`src/common/rotate_defines.svh`:
```
// Constants for the rotate-right-without-carry execution block.
// Assumes inclusion by bare name from design files; definitions only.
`ifndef ROTATE_DEFINES_SVH
`define ROTATE_DEFINES_SVH

// -----------------------------------------------------------------------------
// Instruction word fields
// -----------------------------------------------------------------------------
`define OPC_HI_MSB 15
`define OPC_HI_LSB 12
`define OPC_HI_VAL 4'h2
`define OPC_MID_MSB 11
`define OPC_MID_LSB 9
`define OPC_MID_VAL 3'h0
`define DEST_BIT 8
`define ADDR_MSB 7
`define ADDR_LSB 0

// -----------------------------------------------------------------------------
// Reset values and phase timing
// -----------------------------------------------------------------------------
`define WORKING_REG_RESET 8'h00
`define PHASES_PER_CYCLE 4

`endif

```
`src/common/rotate_pkg.sv`:
```
// Types shared by the rotate execution block.
// Assumes nothing beyond a SystemVerilog compiler.
package rotate_pkg;

    // -------------------------------------------------------------------------
    // Quarter phases of one instruction cycle
    // -------------------------------------------------------------------------
    typedef enum logic [1:0] {
        PH_Q1 = 2'b00,
        PH_Q2 = 2'b01,
        PH_Q3 = 2'b10,
        PH_Q4 = 2'b11
    } phase_t;

endpackage : rotate_pkg

```
`src/hdl/rotate_right_no_carry_exec.sv`:
```
// Execution of the rotate-right-without-carry instruction over four phases.
// Assumes a decoder that presents the instruction word at Q1 of each cycle
// and a register file answering a read address combinationally.
//
// Notes on behaviour
// - Match word top nibble 0010, next bits 000d; low byte is address.
// - Rotate operand right one place; bit 0 goes to bit 7, no carry.
// - Destination 0 writes working register; 1 writes back to file register.
// - No status flag is touched by this operation.
// - One instruction cycle: decode Q1, read Q2, compute Q3, write Q4.
`timescale 1ns/1ps
`default_nettype none
`include "rotate_defines.svh"

module rotate_right_no_carry_exec (
    input wire logic clk,
    input wire logic rst_n,
    input wire logic instr_valid,
    input wire logic [15:0] instr_word,
    input wire logic [7:0] file_rdata,
    output logic [7:0] file_addr,
    output logic file_we,
    output logic [7:0] file_wdata,
    output logic [7:0] working_register,
    output logic op_busy,
    output logic op_done
);

    // ------------------------------------------------------------------------
    // Phase sequencer
    // ------------------------------------------------------------------------
    rotate_pkg::phase_t phase_q;
    logic active_q;
    logic dest_q;
    logic [7:0] addr_q;
    logic [7:0] operand_q;
    logic [7:0] result_q;
    logic [7:0] rot_result;
    logic rotate_right_nocarry_op;
    logic done_q;

    // Decode of the instruction word.
    assign rotate_right_nocarry_op = instr_valid &&
        (instr_word[`OPC_HI_MSB:`OPC_HI_LSB] == `OPC_HI_VAL) &&
        (instr_word[`OPC_MID_MSB:`OPC_MID_LSB] == `OPC_MID_VAL);

    // Phase advances each clock; a new word is taken only at Q1.
    always_ff @(posedge clk or negedge rst_n) begin
        if (!rst_n) begin
            phase_q <= rotate_pkg::PH_Q1;
        end else begin
            case (phase_q)
                rotate_pkg::PH_Q1: phase_q <= rotate_pkg::PH_Q2;
                rotate_pkg::PH_Q2: phase_q <= rotate_pkg::PH_Q3;
                rotate_pkg::PH_Q3: phase_q <= rotate_pkg::PH_Q4;
                rotate_pkg::PH_Q4: phase_q <= rotate_pkg::PH_Q1;
                default: phase_q <= rotate_pkg::PH_Q1;
            endcase
        end
    end

    // Latch the decoded fields at Q1; the operation is active to Q4.
    always_ff @(posedge clk or negedge rst_n) begin
        if (!rst_n) begin
            active_q <= 1'b0;
            dest_q <= 1'b0;
            addr_q <= 8'h00;
        end else if (phase_q == rotate_pkg::PH_Q1) begin
            active_q <= rotate_right_nocarry_op;
            dest_q <= instr_word[`DEST_BIT];
            addr_q <= instr_word[`ADDR_MSB:`ADDR_LSB];
        end else if (phase_q == rotate_pkg::PH_Q4) begin
            active_q <= 1'b0;
        end
    end

    // ------------------------------------------------------------------------
    // Datapath: read in Q2, compute in Q3
    // ------------------------------------------------------------------------
    assign file_addr = addr_q;

    rotate_unit u_rotate (
        .operand(operand_q),
        .result(rot_result)
    );

    // Operand is captured at the end of Q2, result at the end of Q3.
    always_ff @(posedge clk or negedge rst_n) begin
        if (!rst_n) begin
            operand_q <= 8'h00;
            result_q <= 8'h00;
        end else begin
            if (active_q && phase_q == rotate_pkg::PH_Q2) begin
                operand_q <= file_rdata;
            end
            if (active_q && phase_q == rotate_pkg::PH_Q3) begin
                result_q <= rot_result;
            end
        end
    end

    // ------------------------------------------------------------------------
    // Write-back in Q4
    // ------------------------------------------------------------------------
    // File write strobe is high through Q4 only when the destination is 1.
    assign file_we = active_q && dest_q &&
        (phase_q == rotate_pkg::PH_Q4);
    assign file_wdata = result_q;

    // Working register updates at the end of Q4 when the destination is 0.
    // No flag state exists here, so flags are never disturbed.
    always_ff @(posedge clk or negedge rst_n) begin
        if (!rst_n) begin
            working_register <= `WORKING_REG_RESET;
        end else if (active_q && !dest_q &&
                     phase_q == rotate_pkg::PH_Q4) begin
            working_register <= result_q;
        end
    end

    // Completion pulse, one clock after the Q4 edge.
    always_ff @(posedge clk or negedge rst_n) begin
        if (!rst_n) begin
            done_q <= 1'b0;
        end else begin
            done_q <= active_q && (phase_q == rotate_pkg::PH_Q4);
        end
    end

    assign op_busy = active_q;
    assign op_done = done_q;
endmodule : rotate_right_no_carry_exec

`default_nettype wire

```
`src/hdl/rotate_unit.sv`:
```
// Combinational one-place right rotation of an 8-bit operand.
// Assumes a caller that registers the result.
`timescale 1ns/1ps
`default_nettype none

module rotate_unit (
    input wire logic [7:0] operand,
    output logic [7:0] result
);

    // ------------------------------------------------------------------------
    // Rotation
    // ------------------------------------------------------------------------
    // Bit 0 wraps to bit 7; no carry enters or leaves.
    assign result = {operand[0], operand[7:1]};

endmodule : rotate_unit

`default_nettype wire

```
`config.mk`:
```
export PLATFORM = sky130hd
export DESIGN_NAME = rotate_right_no_carry_exec
export DESIGN_NICKNAME = d
export VERILOG_FILES = /design/src/common/rotate_pkg.sv /design/src/hdl/rotate_right_no_carry_exec.sv /design/src/hdl/rotate_unit.sv
export VERILOG_INCLUDE_DIRS = /design/src /design/src/common
export SDC_FILE = /design/constraint.sdc
export NUM_CORES = 1
export LEC_CHECK = 0
export BUFFER_PORTS_ARGS = -buffer_cell sky130_fd_sc_hd__buf_2
export CORE_ASPECT_RATIO = 0.8
export CORE_MARGIN = 2
export CORE_UTILIZATION = 29
export CTS_BUF_LIST = sky130_fd_sc_hd__clkbuf_8
export CTS_CLUSTER_DIAMETER = 30
export DETAILED_ROUTE_END_ITERATION = 8
export PLACE_DENSITY = 0.48
export SLEW_MARGIN = 0
export SYNTH_ARGS = -nofsm -noshare
export SYNTH_HDL_FRONTEND = slang
export SYNTH_SLANG_ARGS = --single-unit
```
`constraint.sdc`:
```
create_clock -name clk -period 3.3 [get_ports clk]
set_clock_uncertainty 0.05 [all_clocks]
set_input_delay 0.165 -clock clk [delete_from_list [all_inputs] [get_ports clk]]
set_output_delay 0.165 -clock clk [all_outputs]
set_load 0.1 [all_outputs]
```
---- Word level (Yosys, flattened, before mapping) ----
Index checks and enable logic that the tools add are counted.
operators by class
  shift-type cells ........................ 0
  $mul .................................... 0
  multiplexer cells ....................... 3
  $lt $le $gt $ge ......................... 0
  reduce and logical (&&, ||, !) cells .... 13
  equality and inequality tests ........... 4
  add/sub/neg operators ................... 0
  div/mod/pow operators ................... 0
  bitwise gates (word level) .............. 0
operators by type and width
  kind                count
  $logic_and 1x1->1   9
  $pmux 2 s4          1
  $eq 2x2->1 const B  2
  $eq 4x2->1 const B  1
  $logic_not 3->1     1
  $eq 2x1->1 const B  1
  $logic_not 2->1     1
  $mux 1              2
  $reduce_bool 2->1   1
  $logic_not 1->1     1
storage, ports and cells
  memories ................................ 0
  output and inout bits ................... 27
  flip-flop bits (word level) ............. 37
  RAM bits ................................ 0
  bits in read-only memories .............. 0
  bits in latches ......................... 0

---- Logic depth before layout (Yosys ltp) ----
Gate-level depths: netlist of the first run.
  depth in word-level cells ............... 4
  mapped depth ............................ 5
  depth with buffers taken out ............ 4

---- Cells and area by module ----
A second synthesis of the first run with hierarchy kept.
second synthesis, totals
  cells, all modules ...................... 98
  area, all modules ....................... 1520.2 µm²
by module, submodules not included
  module                      area each (µm²)  seq. area each (µm²)  instances  cells each
  rotate_right_no_carry_exec  1460.2           925.9                 1          90
  rotate_unit                 60.1             0.0                   1          8

---- Worst setup path before layout of the first run ----
No wires, ideal clock.
  path kind ............................... reg2out
  start point ............................. reg active_q (netlist: op_busy)
  end point ............................... out file_we
  required time ........................... 3.085 ns
  stages on the path, launching flop included .. 3
  slack ................................... 1.121 ns
  path buffers ............................ 1
  data arrival time ....................... 1.964 ns
  path through ............................ dfrtp_1 -> buf_2 -> and3_1
between the ends
  word-level cells in the longest chain between the ends .. 2
RTL lines
  what                             RTL line                           text
  start, declared                  rotate_right_no_carry_exec.sv:33   logic active_q;
  start signal, assigned           rotate_right_no_carry_exec.sv:69   active_q <= rotate_right_nocarry_op;
  $logic_and 1x1->1 (2 in series)  rotate_right_no_carry_exec.sv:106  assign file_we = active_q && dest_q &&
  end, declared                    rotate_right_no_carry_exec.sv:22   output logic file_we,
Every way passes these cells.

---- Final worst setup path of the first run ----
  start point ............................. reg phase_q[1]
  end point ............................... reg active_q (netlist: op_busy)
between the ends
  word-level cells in the longest chain between the ends .. 2
  elaborated cells on any way between the ends .. 4
  those cells by class .................... 1 x eq/ne; 1 x mux; 2 x reduce/logical
RTL lines
  what                                                                 RTL line                                                            text
  start, declared                                                      rotate_right_no_carry_exec.sv:32                                    rotate_pkg::phase_t phase_q;
  start signal, assigned                                               rotate_right_no_carry_exec.sv:50                                    phase_q <= rotate_pkg::PH_Q1;
  start signal, assigned                                               rotate_right_no_carry_exec.sv:53                                    rotate_pkg::PH_Q1: phase_q <= rotate_pkg::PH_Q2;
  start signal, assigned                                               rotate_right_no_carry_exec.sv:54                                    rotate_pkg::PH_Q2: phase_q <= rotate_pkg::PH_Q3;
  $eq 2x2->1 / $logic_not 2->1 (equally long branches)                 rotate_right_no_carry_exec.sv:72, rotate_right_no_carry_exec.sv:68
  $reduce_bool 2->1 (no source line) / $mux 1 (equally long branches)  n/a
Parallel ways exist; a longest one is shown, timed or not.
A chain may end at the register's enable or synchronous reset.

==> results.json, run 1 <==
{
  "status": "completed",
  "p_seq_share_pct": 55.4,
  "track_usage_pct": 11.08,
  "post-place-ws_ns": 1.493,
  "grt_max_degree": 38,
  "swShare_pct": 25.95,
  "start_kind": "flip-flop",
  "fin_ws_ns": 1.526,
  "combPwrFrac_pct": 11.7,
  "yosys_register_bits": 37,
  "hold_start": "instr_word[3]",
  "leakage_nw": 1.004,
  "ir_drop_mv": 0.2163,
  "r2r_cells": 4,
  "synth_top_area_share_pct": 63.41,
  "wl_mm": 2.820,
  "cts_buffers": 5,
  "synthTopCellsByArea": "dfrtp_1 (63%), mux2_2 (25%), ha_1 (4.3%)",
  "synth-seq-area-share_pct": 63.41,
  "worst_pin_slew_ns": 0.8006,
  "end_kind": "flip-flop",
  "cts_tree": "built",
  "synth_cells": 90,
  "clkLatencyLatePin_ns": 0.28,
  "dp_hpwl_mm": 2.057,
  "worstPathMaxFanout": 10,
  "first_pass_iters": 3,
  "routedWlPerCell_um": 13.30,
  "cts_root_buffer": "clkbuf_8",
  "clockBufferDepth": 2,
  "setup_tns_ns": 0,
  "die_h_um": 67.47,
  "syn_nets": 122,
  "min_period_over_period_pct": 53.75,
  "arrival_ns": 1.92,
  "whs_path_depth": 2,
  "detail-route-antenna-nets": 0,
  "routed_via_density": 4.335,
  "antenna_found_initial": 0,
  "powerDensity_nw_per_um2": 457.7,
  "ios": 54,
  "worst_hold_slack_ns": 0.06523,
  "post_cts_resized": 0,
  "rrSetupSlack_ns": 1.53,
  "synth_warnings": 0,
  "drc_errors": 0,
  "drive_above_1_share_pct": 62.00,
  "rsz0062_at_grt": "false",
  "p_switching_w": 0.0002229,
  "yosys.area.top_type": "dfrtp_1",
  "mostFrequentLayoutCells": "buf_2 (53), dfrtp_1 (37), mux2_2 (33)",
  "die_area_um2": 5622,
  "grt_overflow": 0,
  "hp-class": "in -> reg",
  "required_ns": 3.44,
  "drv_slew": 0,
  "die_w_um": 83.34,
  "final_hold_viol_count": 0,
  "cap_violations": 0,
  "final_common_cell": "buf_2",
  "cts_hold_buf": 1,
  "start_util_pct": 29.67,
  "ys_types": 14,
  "final_net_count": 181,
  "diodes": 0,
  "fill_cells": 484,
  "synth_area_um2": 1460,
  "htree_levels": 2,
  "gp_congestion": 0.7147,
  "r2r_end": "op_busy",
  "cts.sinks": 37,
  "min_period_ns": 1.774,
  "vias": 919,
  "core_um2": 4921,
  "relSlewSlack_pct": 46.63,
  "r2r-start": "phase_q[1]",
  "grt_pass1_wl_mm": 4.609,
  "intPower_w": 0.0006361,
  "crit_type": "reg -> reg",
  "synth_area_per_cell_um2": 16.22,
  "grt_pass1_vias": 1014,
  "post_cts_buffers": 0,
  "clk_pin_slew_worst_paths_ns": 0.06,
  "fmax_mhz": 563.8,
  "drt_iter0_drc": 10,
  "syn_to_final_growth_pct": 28.53,
  "rows": 23,
  "port_buffers": 53,
  "clkPwrFrac_pct": 32.9,
  "finalSetupViolations": 0,
  "min_to": "file_addr[3]"
}
## critical path, cell delays in order, from the launching register on
cell	delay [ns]
dfrtp_1	0.41
inv_1	0.11
ha_1	0.42
or4b_1	0.49
o31ai_2	0.22
## state kept, by name (all words and copies together), names as in the netlist
register          flops
dest_q                1
operand_q             8
working_register      8
file_addr             8
op_busy               1
op_done               1
phase_q               2
file_wdata            8
## final cells by class
type	count	area [µm²]	area share, %
Timing Repair Buffer	54	275.3	14.67
Multi-Input combinational cell	49	510.5	27.20
Sequential cell	37	925.9	49.33
Clock inverter	3	11.26	0.6000
Tap cell	62	77.57	4.133
Clock buffer	5	68.82	3.667
Inverter	2	7.507	0.4000
## power groups by stage
stage	clock [W]	sequential [W]	combinational [W]
global placement	0	0.000483	0.0000995
floorplan	0	0.000536	0.0000141
global route	0.000325	0.000478	0.000107
finish	0.000283	0.000476	0.000101
detailed placement	0	0.000484	0.000101
CTS	0.000300	0.000476	0.000102
## synth_stat cells
library cell	number
nand2_1	3
mux2_2	33
and2_1	1
or2_2	1
buf_6	1
dfrtp_1	37
nand2b_1	1
nand3b_1	1
ha_1	5
o31ai_2	1
inv_1	2
and3_1	1
or4b_1	2
buf_2	1
## kinds of logic (layout without fill, tap and decap cells)
kind of cell,count (synthesis),after routing,synth area share (%)
buffers and inverters,4,64,1.628
adders and majority gates,5,5,4.284
DFF,37,37,63.41
AOI/OAI and AO/OA,1,1,0.8568
and+or+nand+nor,10,10,4.371
muxes,33,33,25.45
## how the worst max path moves through the flow
| stage | startpoint | to | cells past startpoint |
|---|---|---|---|
| after floorplan | op_busy | file_we | 2 |
| after global placement | phase_q[0] | op_busy | 4 |
| after detailed placement | phase_q[1] | op_busy | 4 |
| after CTS | phase_q[1] | op_busy | 4 |
| after global routing | phase_q[1] | op_busy | 4 |
| final | phase_q[1] | op_busy | 4 |
## per-stage QoR
| step | util (%) | area [µm²] | power (W) | cells |
|---|---|---|---|---|
| floorplan | - | 1460 | 0.0005501 | 90 |
| global placement | 36.31 | 1787 | 0.0005827 | 203 |
| detailed placement | 36.31 | 1787 | 0.0005854 | 203 |
| CTS | 38.14 | 1877 | 0.0008783 | 212 |
| global route | 38.14 | 1877 | 0.0009095 | 212 |
| finish | 38.14 | 1877 | 0.0008590 | 212 |
## layer usage
layer | wire length, µm | GRT usage, % | vias to the layer above
met5 | 0 | 0 | -
met4 | 17 | 5.328 | 0
met3 | 229 | 5.257 | 2
met2 | 1450 | 19.46 | 37
met1 | 1123 | 11.44 | 452
li1 | - | - | 428
No activity file was read; power rests on OpenSTA's default activity.
==> run 2: changes to the inputs <==
Settings changed: ABC_AREA from default to 1, PLACE_DENSITY 0.48 to 0.49.
Clock period 3.3 ns to 1.6 ns, I/O delays scaled along.
==> results.json, run 2 <==
{
  "p_seq_share_pct": 52.7,
  "cts_tree": "built",
  "yosys_register_bits": 37,
  "synthFlopType": "dfrtp_1",
  "synth_area_per_cell_um2": 10.05,
  "synth_common_cells": "nand2_1 (49), dfrtp_1 (37), nand3_1 (19), inv_1 (13), mux2_2 (8)",
  "port_buffers": 53,
  "intPower_w": 0.001343,
  "gp_congestion": 0.6991,
  "cts_root_buffer": "clkbuf_8",
  "mostFrequentLayoutCells": "buf_2 (52), nand2_1 (49), dfrtp_1 (36)",
  "min_period_ns": 1.457,
  "synth_cells": 153,
  "synth_edf_count": 0,
  "worst_pin_slew_ns": 0.4911,
  "stdcell_count": 292,
  "leakage_nw": 1.203,
  "grt_overflow": 0,
  "grt_pass1_wl_mm": 5.257,
  "drv_slew": 0,
  "syn_nets": 185,
  "first_pass_iters": 4,
  "post_cts_buffers": 0,
  "finalPower_w": 0.001857,
  "cts_buffers": 5,
  "yosysMostFrequentCell": "nand2_1",
  "finalSetupViolations": 0,
  "synth-seq-area-share_pct": 60.21,
  "ys_types": 16,
  "die_w_um": 85.42,
  "detail-route-antenna-nets": 0,
  "arrival_ns": 1.57,
  "antenna_found_initial": 0,
  "cpPeakStageDelay_ns": 0.40,
  "htree_levels": 2,
  "start_kind": "flip-flop",
  "clockBufferDepth": 2,
  "r2r_cells": 5,
  "rows": 23,
  "required_ns": 1.72,
  "ir_drop_mv": 0.3138,
  "path_buf_inv": 1,
  "swShare_pct": 27.69,
  "final_core_util_pct": 42.76,
  "synth_warnings": 0,
  "grt_pass1_vias": 1163,
  "routedWlPerCell_um": 10.64,
  "clkLatencyLatePin_ns": 0.28,
  "start_util_pct": 30.36,
  "setup_tns_ns": 0,
  "p_switching_w": 0.0005142,
  "slowest_stage": "dfrtp_1",
  "end_kind": "flip-flop",
  "crit_type": "reg -> reg",
  "synth_area_um2": 1538,
  "powerDensity_nw_per_um2": 857.3,
  "path_delay_family": "simple AND/OR/NAND/NOR gates",
  "core_um2": 5065,
  "yosys.area.top_type": "dfrtp_1",
  "wl_mm": 3.107,
  "routed_via_density": 4.140,
  "relSlewSlack_pct": 67.49,
  "crit_top_cell": "nand2_1",
  "status": "completed",
  "synthTopCellsByArea": "dfrtp_1 (60%), nand2_1 (12%), nand3_1 (6.2%)",
  "dp_hpwl_mm": 2.211,
  "worstPathMaxFanout": 11,
  "ys_async_sr_fraction_pct": 100.0,
  "min_period_over_period_pct": 91.05,
  "diodes": 0,
  "die_area_um2": 5905,
  "drt_iter0_drc": 88,
  "clk_pin_slew_worst_paths_ns": 0.07,
  "ios": 54,
  "die_h_um": 69.13,
  "vias": 1209,
  "path_depth": 5,
  "drc_errors": 0,
  "cts.sinks": 37,
  "drive_above_1_share_pct": 34.35,
  "syn_to_final_growth_pct": 40.85,
  "whs_path_depth": 4,
  "final_hold_viol_count": 0,
  "cap_violations": 0,
  "track_usage_pct": 11.38,
  "path_cells": "inv_1 -> ha_1 -> nand2_1 -> nand2_1 -> o21ai_2",
  "fmax_mhz": 686.4,
  "combPwrFrac_pct": 14.6,
  "final_net_count": 261,
  "worst_hold_slack_ns": 0.004395,
  "rsz0062_at_grt": "false",
  "grt_max_degree": 29,
  "synth_top_area_share_pct": 60.21,
  "placedCellCount": 266,
  "final_common_cell": "buf_2",
  "hp-class": "in -> reg",
  "clkPwrFrac_pct": 32.8
}
run 2: changes by cell type in the layout (fill, tap and decap cells not counted), moves of 2 or more:
cell / previous run / this run
nand2_1: 3 / 49
mux2_2: 33 / 8
nand3_1: 0 / 19
dlygate4sd3_1: 1 / 18
inv_1: 5 / 14
nor2_1: 0 / 6
a21oi_1: 0 / 3
clkinv_2: 0 / 3
o21ai_2: 0 / 3
buf_12: 0 / 2
buf_4: 0 / 2
or4b_1: 2 / 0
run 2: cell type report:
| cell class | instances | area, µm² |
|---|---|---|
| fill | 518 | 2899 |
| clock inverter | 3 | 13.76 |
| multi-input combinational | 97 | 529.3 |
| sequential | 37 | 927.1 |
| inverter | 14 | 53.80 |
| timing repair buffer | 74 | 495.5 |
| clock buffer | 5 | 68.82 |
| tap | 62 | 77.57 |
run 2: path summary, 6_finish.rpt:
kind	from	endpoint	slack, ns
max in group asynchronous	rst_n	op_busy	0.93
max reg2reg	phase_q[0]	file_wdata[1]	0.14
max	phase_q[0]	file_wdata[1]	0.14
min in group asynchronous	rst_n	file_addr[0]	0.14
min reg2reg	working_register[4]	working_register[4]	0.42
min	instr_word[12]	op_busy	0.004
run 2: metal layers:
metal | global-route usage (%) | vias to the layer above | routed length [µm]
met5 | 0 | - | 0
met4 | 5.820 | 0 | 71
met3 | 3.234 | 7 | 196
met2 | 16.32 | 36 | 1294
met1 | 15.57 | 537 | 1545
li1 | - | 629 | -
run 2: repair_timing:
item | 4_1_cts | 5_1_grt
endpoints found under the hold margin | 54 | 0
hold buffers | 18 | 0
gates resized for setup | 0 | 0
run 2: cells by family after synthesis:
family,after synthesis,share of synthesized area [%]
mux,8,5.859
fa+ha+maj,5,4.068
flops,37,60.21
buf+inv,19,5.858
compound gates,7,3.010
simple gates,77,20.99
run 2: metrics by stage:
step           instance area [µm²]  worst slack, ns
3_5_place_dp                  1903           0.1552
6_report                      2166           0.1432
5_1_grt                       2166          0.04705
2_1_floorplan                 1546          0.05165
4_1_cts                       2166           0.1505
3_3_place_gp                  1903           0.1916
run 2: power by group through the flow:
stage          Combinational (W)  Clock (W)  Sequential, W
4_1_cts                 0.000274   0.000639       0.000978
3_3_place_gp            0.000240          0       0.000996
6_report                0.000270   0.000608       0.000978
5_1_grt                 0.000289   0.000677       0.000982
3_5_place_dp            0.000241          0       0.000997
2_1_floorplan          0.0000370          0        0.00112
run 2: worst reg2reg max path: stages (launching register included):
cell	delay [ns]
dfrtp_1	0.40
inv_1	0.11
ha_1	0.27
nand2_1	0.29
nand2_1	0.17
o21ai_2	0.06
==> run 3: changes to the inputs <==
Settings changed: CAP_MARGIN from default to 20, PLACE_DENSITY 0.49 to 0.48, SYNTH_HIERARCHICAL from default to 1.
==> results.json, run 3 <==
{
  "ir_drop_mv": 0.2605,
  "final_common_cell": "nand2_1",
  "start_kind": "flip-flop",
  "yosys.area.top_type": "dfrtp_1",
  "ios": 54,
  "drv_slew": 0,
  "synth_edf_count": 0,
  "syn_nets": 195,
  "diodes": 0,
  "arrival_ns": 1.34,
  "slowest_stage": "dfrtp_2",
  "grt_pass1_wl_mm": 5.678,
  "grt_max_degree": 21,
  "drt_iter0_drc": 53,
  "final_hold_viol_count": 0,
  "synth_top_area_share_pct": 56.19,
  "p_seq_share_pct": 49.7,
  "clockBufferDepth": 2,
  "port_buffers": 53,
  "rsz0062_at_grt": "false",
  "synth_warnings": 6,
  "relSlewSlack_pct": 67.57,
  "gp_congestion": 0.6705,
  "clkLatencyLatePin_ns": 0.28,
  "cts_hold_buf": 19,
  "die_area_um2": 6305,
  "crit_type": "reg -> out",
  "post_cts_buffers": 0,
  "ys_async_sr_fraction_pct": 100.0,
  "antenna_found_initial": 0,
  "combPwrFrac_pct": 14.2,
  "drc_errors": 0,
  "clkPwrFrac_pct": 36.1,
  "start_util_pct": 30.15,
  "dp_hpwl_mm": 2.409,
  "synthTopCellsByArea": "dfrtp_1 (56%), nand2_1 (12%), nand3_1 (7.0%)",
  "detail-route-antenna-nets": 0,
  "placedCellCount": 285,
  "min_period_over_period_pct": 91.83,
  "path_cells": "buf_2",
  "p_switching_w": 0.0005331,
  "leakage_nw": 1.205,
  "seq_area_um2": 927.1,
  "drive_above_1_share_pct": 35.04,
  "cts_tree": "built",
  "yosys_register_bits": 37,
  "min_period_ns": 1.469,
  "status": "completed",
  "cpPeakStageDelay_ns": 0.56,
  "clk_pin_slew_worst_paths_ns": 0.07,
  "grt_pass1_vias": 1202,
  "end_kind": "output pin",
  "synth-seq-area-share_pct": 56.19,
  "cts.sinks": 37,
  "powerDensity_nw_per_um2": 869.2,
  "wl_mm": 3.323,
  "first_pass_iters": 4,
  "rows": 24,
  "swShare_pct": 27.07,
  "routedWlPerCell_um": 10.65,
  "synth_common_cells": "nand2_1 (53), dfrtp_1 (37), nand3_1 (23), buf_4 (10), inv_1 (10)",
  "yosysMostFrequentCell": "nand2_1",
  "required_ns": 1.47,
  "stdcell_count": 312,
  "intPower_w": 0.001436,
  "rrSetupSlack_ns": 0.25,
  "cts_root_buffer": "clkbuf_8",
  "fill_cells": 572,
  "post_cts_resized": 0,
  "synthFlopType": "dfrtp_1",
  "hp-class": "in -> reg",
  "final_net_count": 265,
  "path_delay_family": "flip-flops",
  "worst_pin_slew_ns": 0.4898,
  "syn_to_final_growth_pct": 37.51,
  "track_usage_pct": 11.65,
  "htree_levels": 2,
  "synth_cells": 163,
  "die_h_um": 71.42,
  "synth_area_um2": 1648,
  "multi_input_area_um2": 564.3,
  "routed_via_density": 3.984,
  "setup_tns_ns": 0,
  "cts_buffers": 5,
  "vias": 1243,
  "die_w_um": 88.28,
  "ys_types": 18,
  "worstPathMaxFanout": 13,
  "cap_violations": 0,
  "finalSetupViolations": 0,
  "path_buf_inv": 1,
  "synth_area_per_cell_um2": 10.11,
  "grt_overflow": 0,
  "mostFrequentLayoutCells": "nand2_1 (53), buf_2 (52), dfrtp_1 (36)",
  "fmax_mhz": 680.6,
  "core_um2": 5465
}
## run 3: cell types whose count changed after synthesis, sizes merged
cell,delta
o21ai,-2
buf,+8
a21oi,-2
nor2,-2
nand3,+4
nand2,+6
inv,-2
## run 3: cell families after synthesis
group                      Yosys count  synth area share (%)
adders and majority gates            5                 3.797
and+or+nand+nor                     85                 23.39
DFF                                 37                 56.19
AOI/OAI and AO/OA                    3                 1.138
buffers and inverters               25                 10.02
muxes                                8                 5.467
## run 3: tightest hold or removal path: cells and delay by family
kind,cells,cell delay [ns]
and+or+nand+nor,3,0.14
buffers and inverters,2,0.13
## run 3: final timing paths
kind | start | end | cells past startpoint
worst max register to register | phase_q[0] | file_addr[4] | 4
worst min-delay path | instr_word[13] | op_busy | 5
worst min register to register | working_register[0] | working_register[0] | 2
max in group asynchronous | rst_n | op_busy | 3
worst max-delay path | op_busy | op_busy | 1
min in group asynchronous | rst_n | working_register[7] | 2
## run 3: routing by layer
layer | share of wire (%) | GRT usage [%] | up-vias
li1 | - | - | 644
met1 | 52 | 16.92 | 556
met2 | 42 | 16.96 | 40
met3 | 6.0 | 3.571 | 3
met4 | 0.54 | 3.030 | 0
met5 | 0 | 0 | -
## run 3: final cells by class
type / instances / area share [%]
clock inverters: 1 / 0.2209
multi-input cells: 101 / 24.90
flip-flops and latches: 37 / 40.92
well taps: 78 / 4.307
repair buffers: 76 / 22.64
inverters: 12 / 2.761
clock buffers: 7 / 4.252
## run 3: through the flow
stage          hold WS [ns]  util, %  cell area, µm²  setup WS, ns  power (W)
2_1_floorplan       -0.2656        -            1657       0.03553   0.001170
3_3_place_gp      -0.001738    36.13            1974        0.2817   0.001244
3_5_place_dp       0.003788    36.13            1974        0.2314   0.001246
4_1_cts             0.04680    41.46            2266        0.1017   0.001998
5_1_grt             0.08613    41.46            2266       0.05549   0.002056
6_report            0.05065    41.46            2266        0.1308   0.001970
## run 3: power by group through the flow
stage | logic (W) | registers, W | clock network, W
finish | 0.000280 | 0.000979 | 0.000710
global route | 0.000301 | 0.000983 | 0.000771
CTS | 0.000283 | 0.000980 | 0.000735
global placement | 0.000246 | 0.000998 | 0
floorplan | 0.0000429 | 0.00113 | 0
detailed placement | 0.000248 | 0.000998 | 0
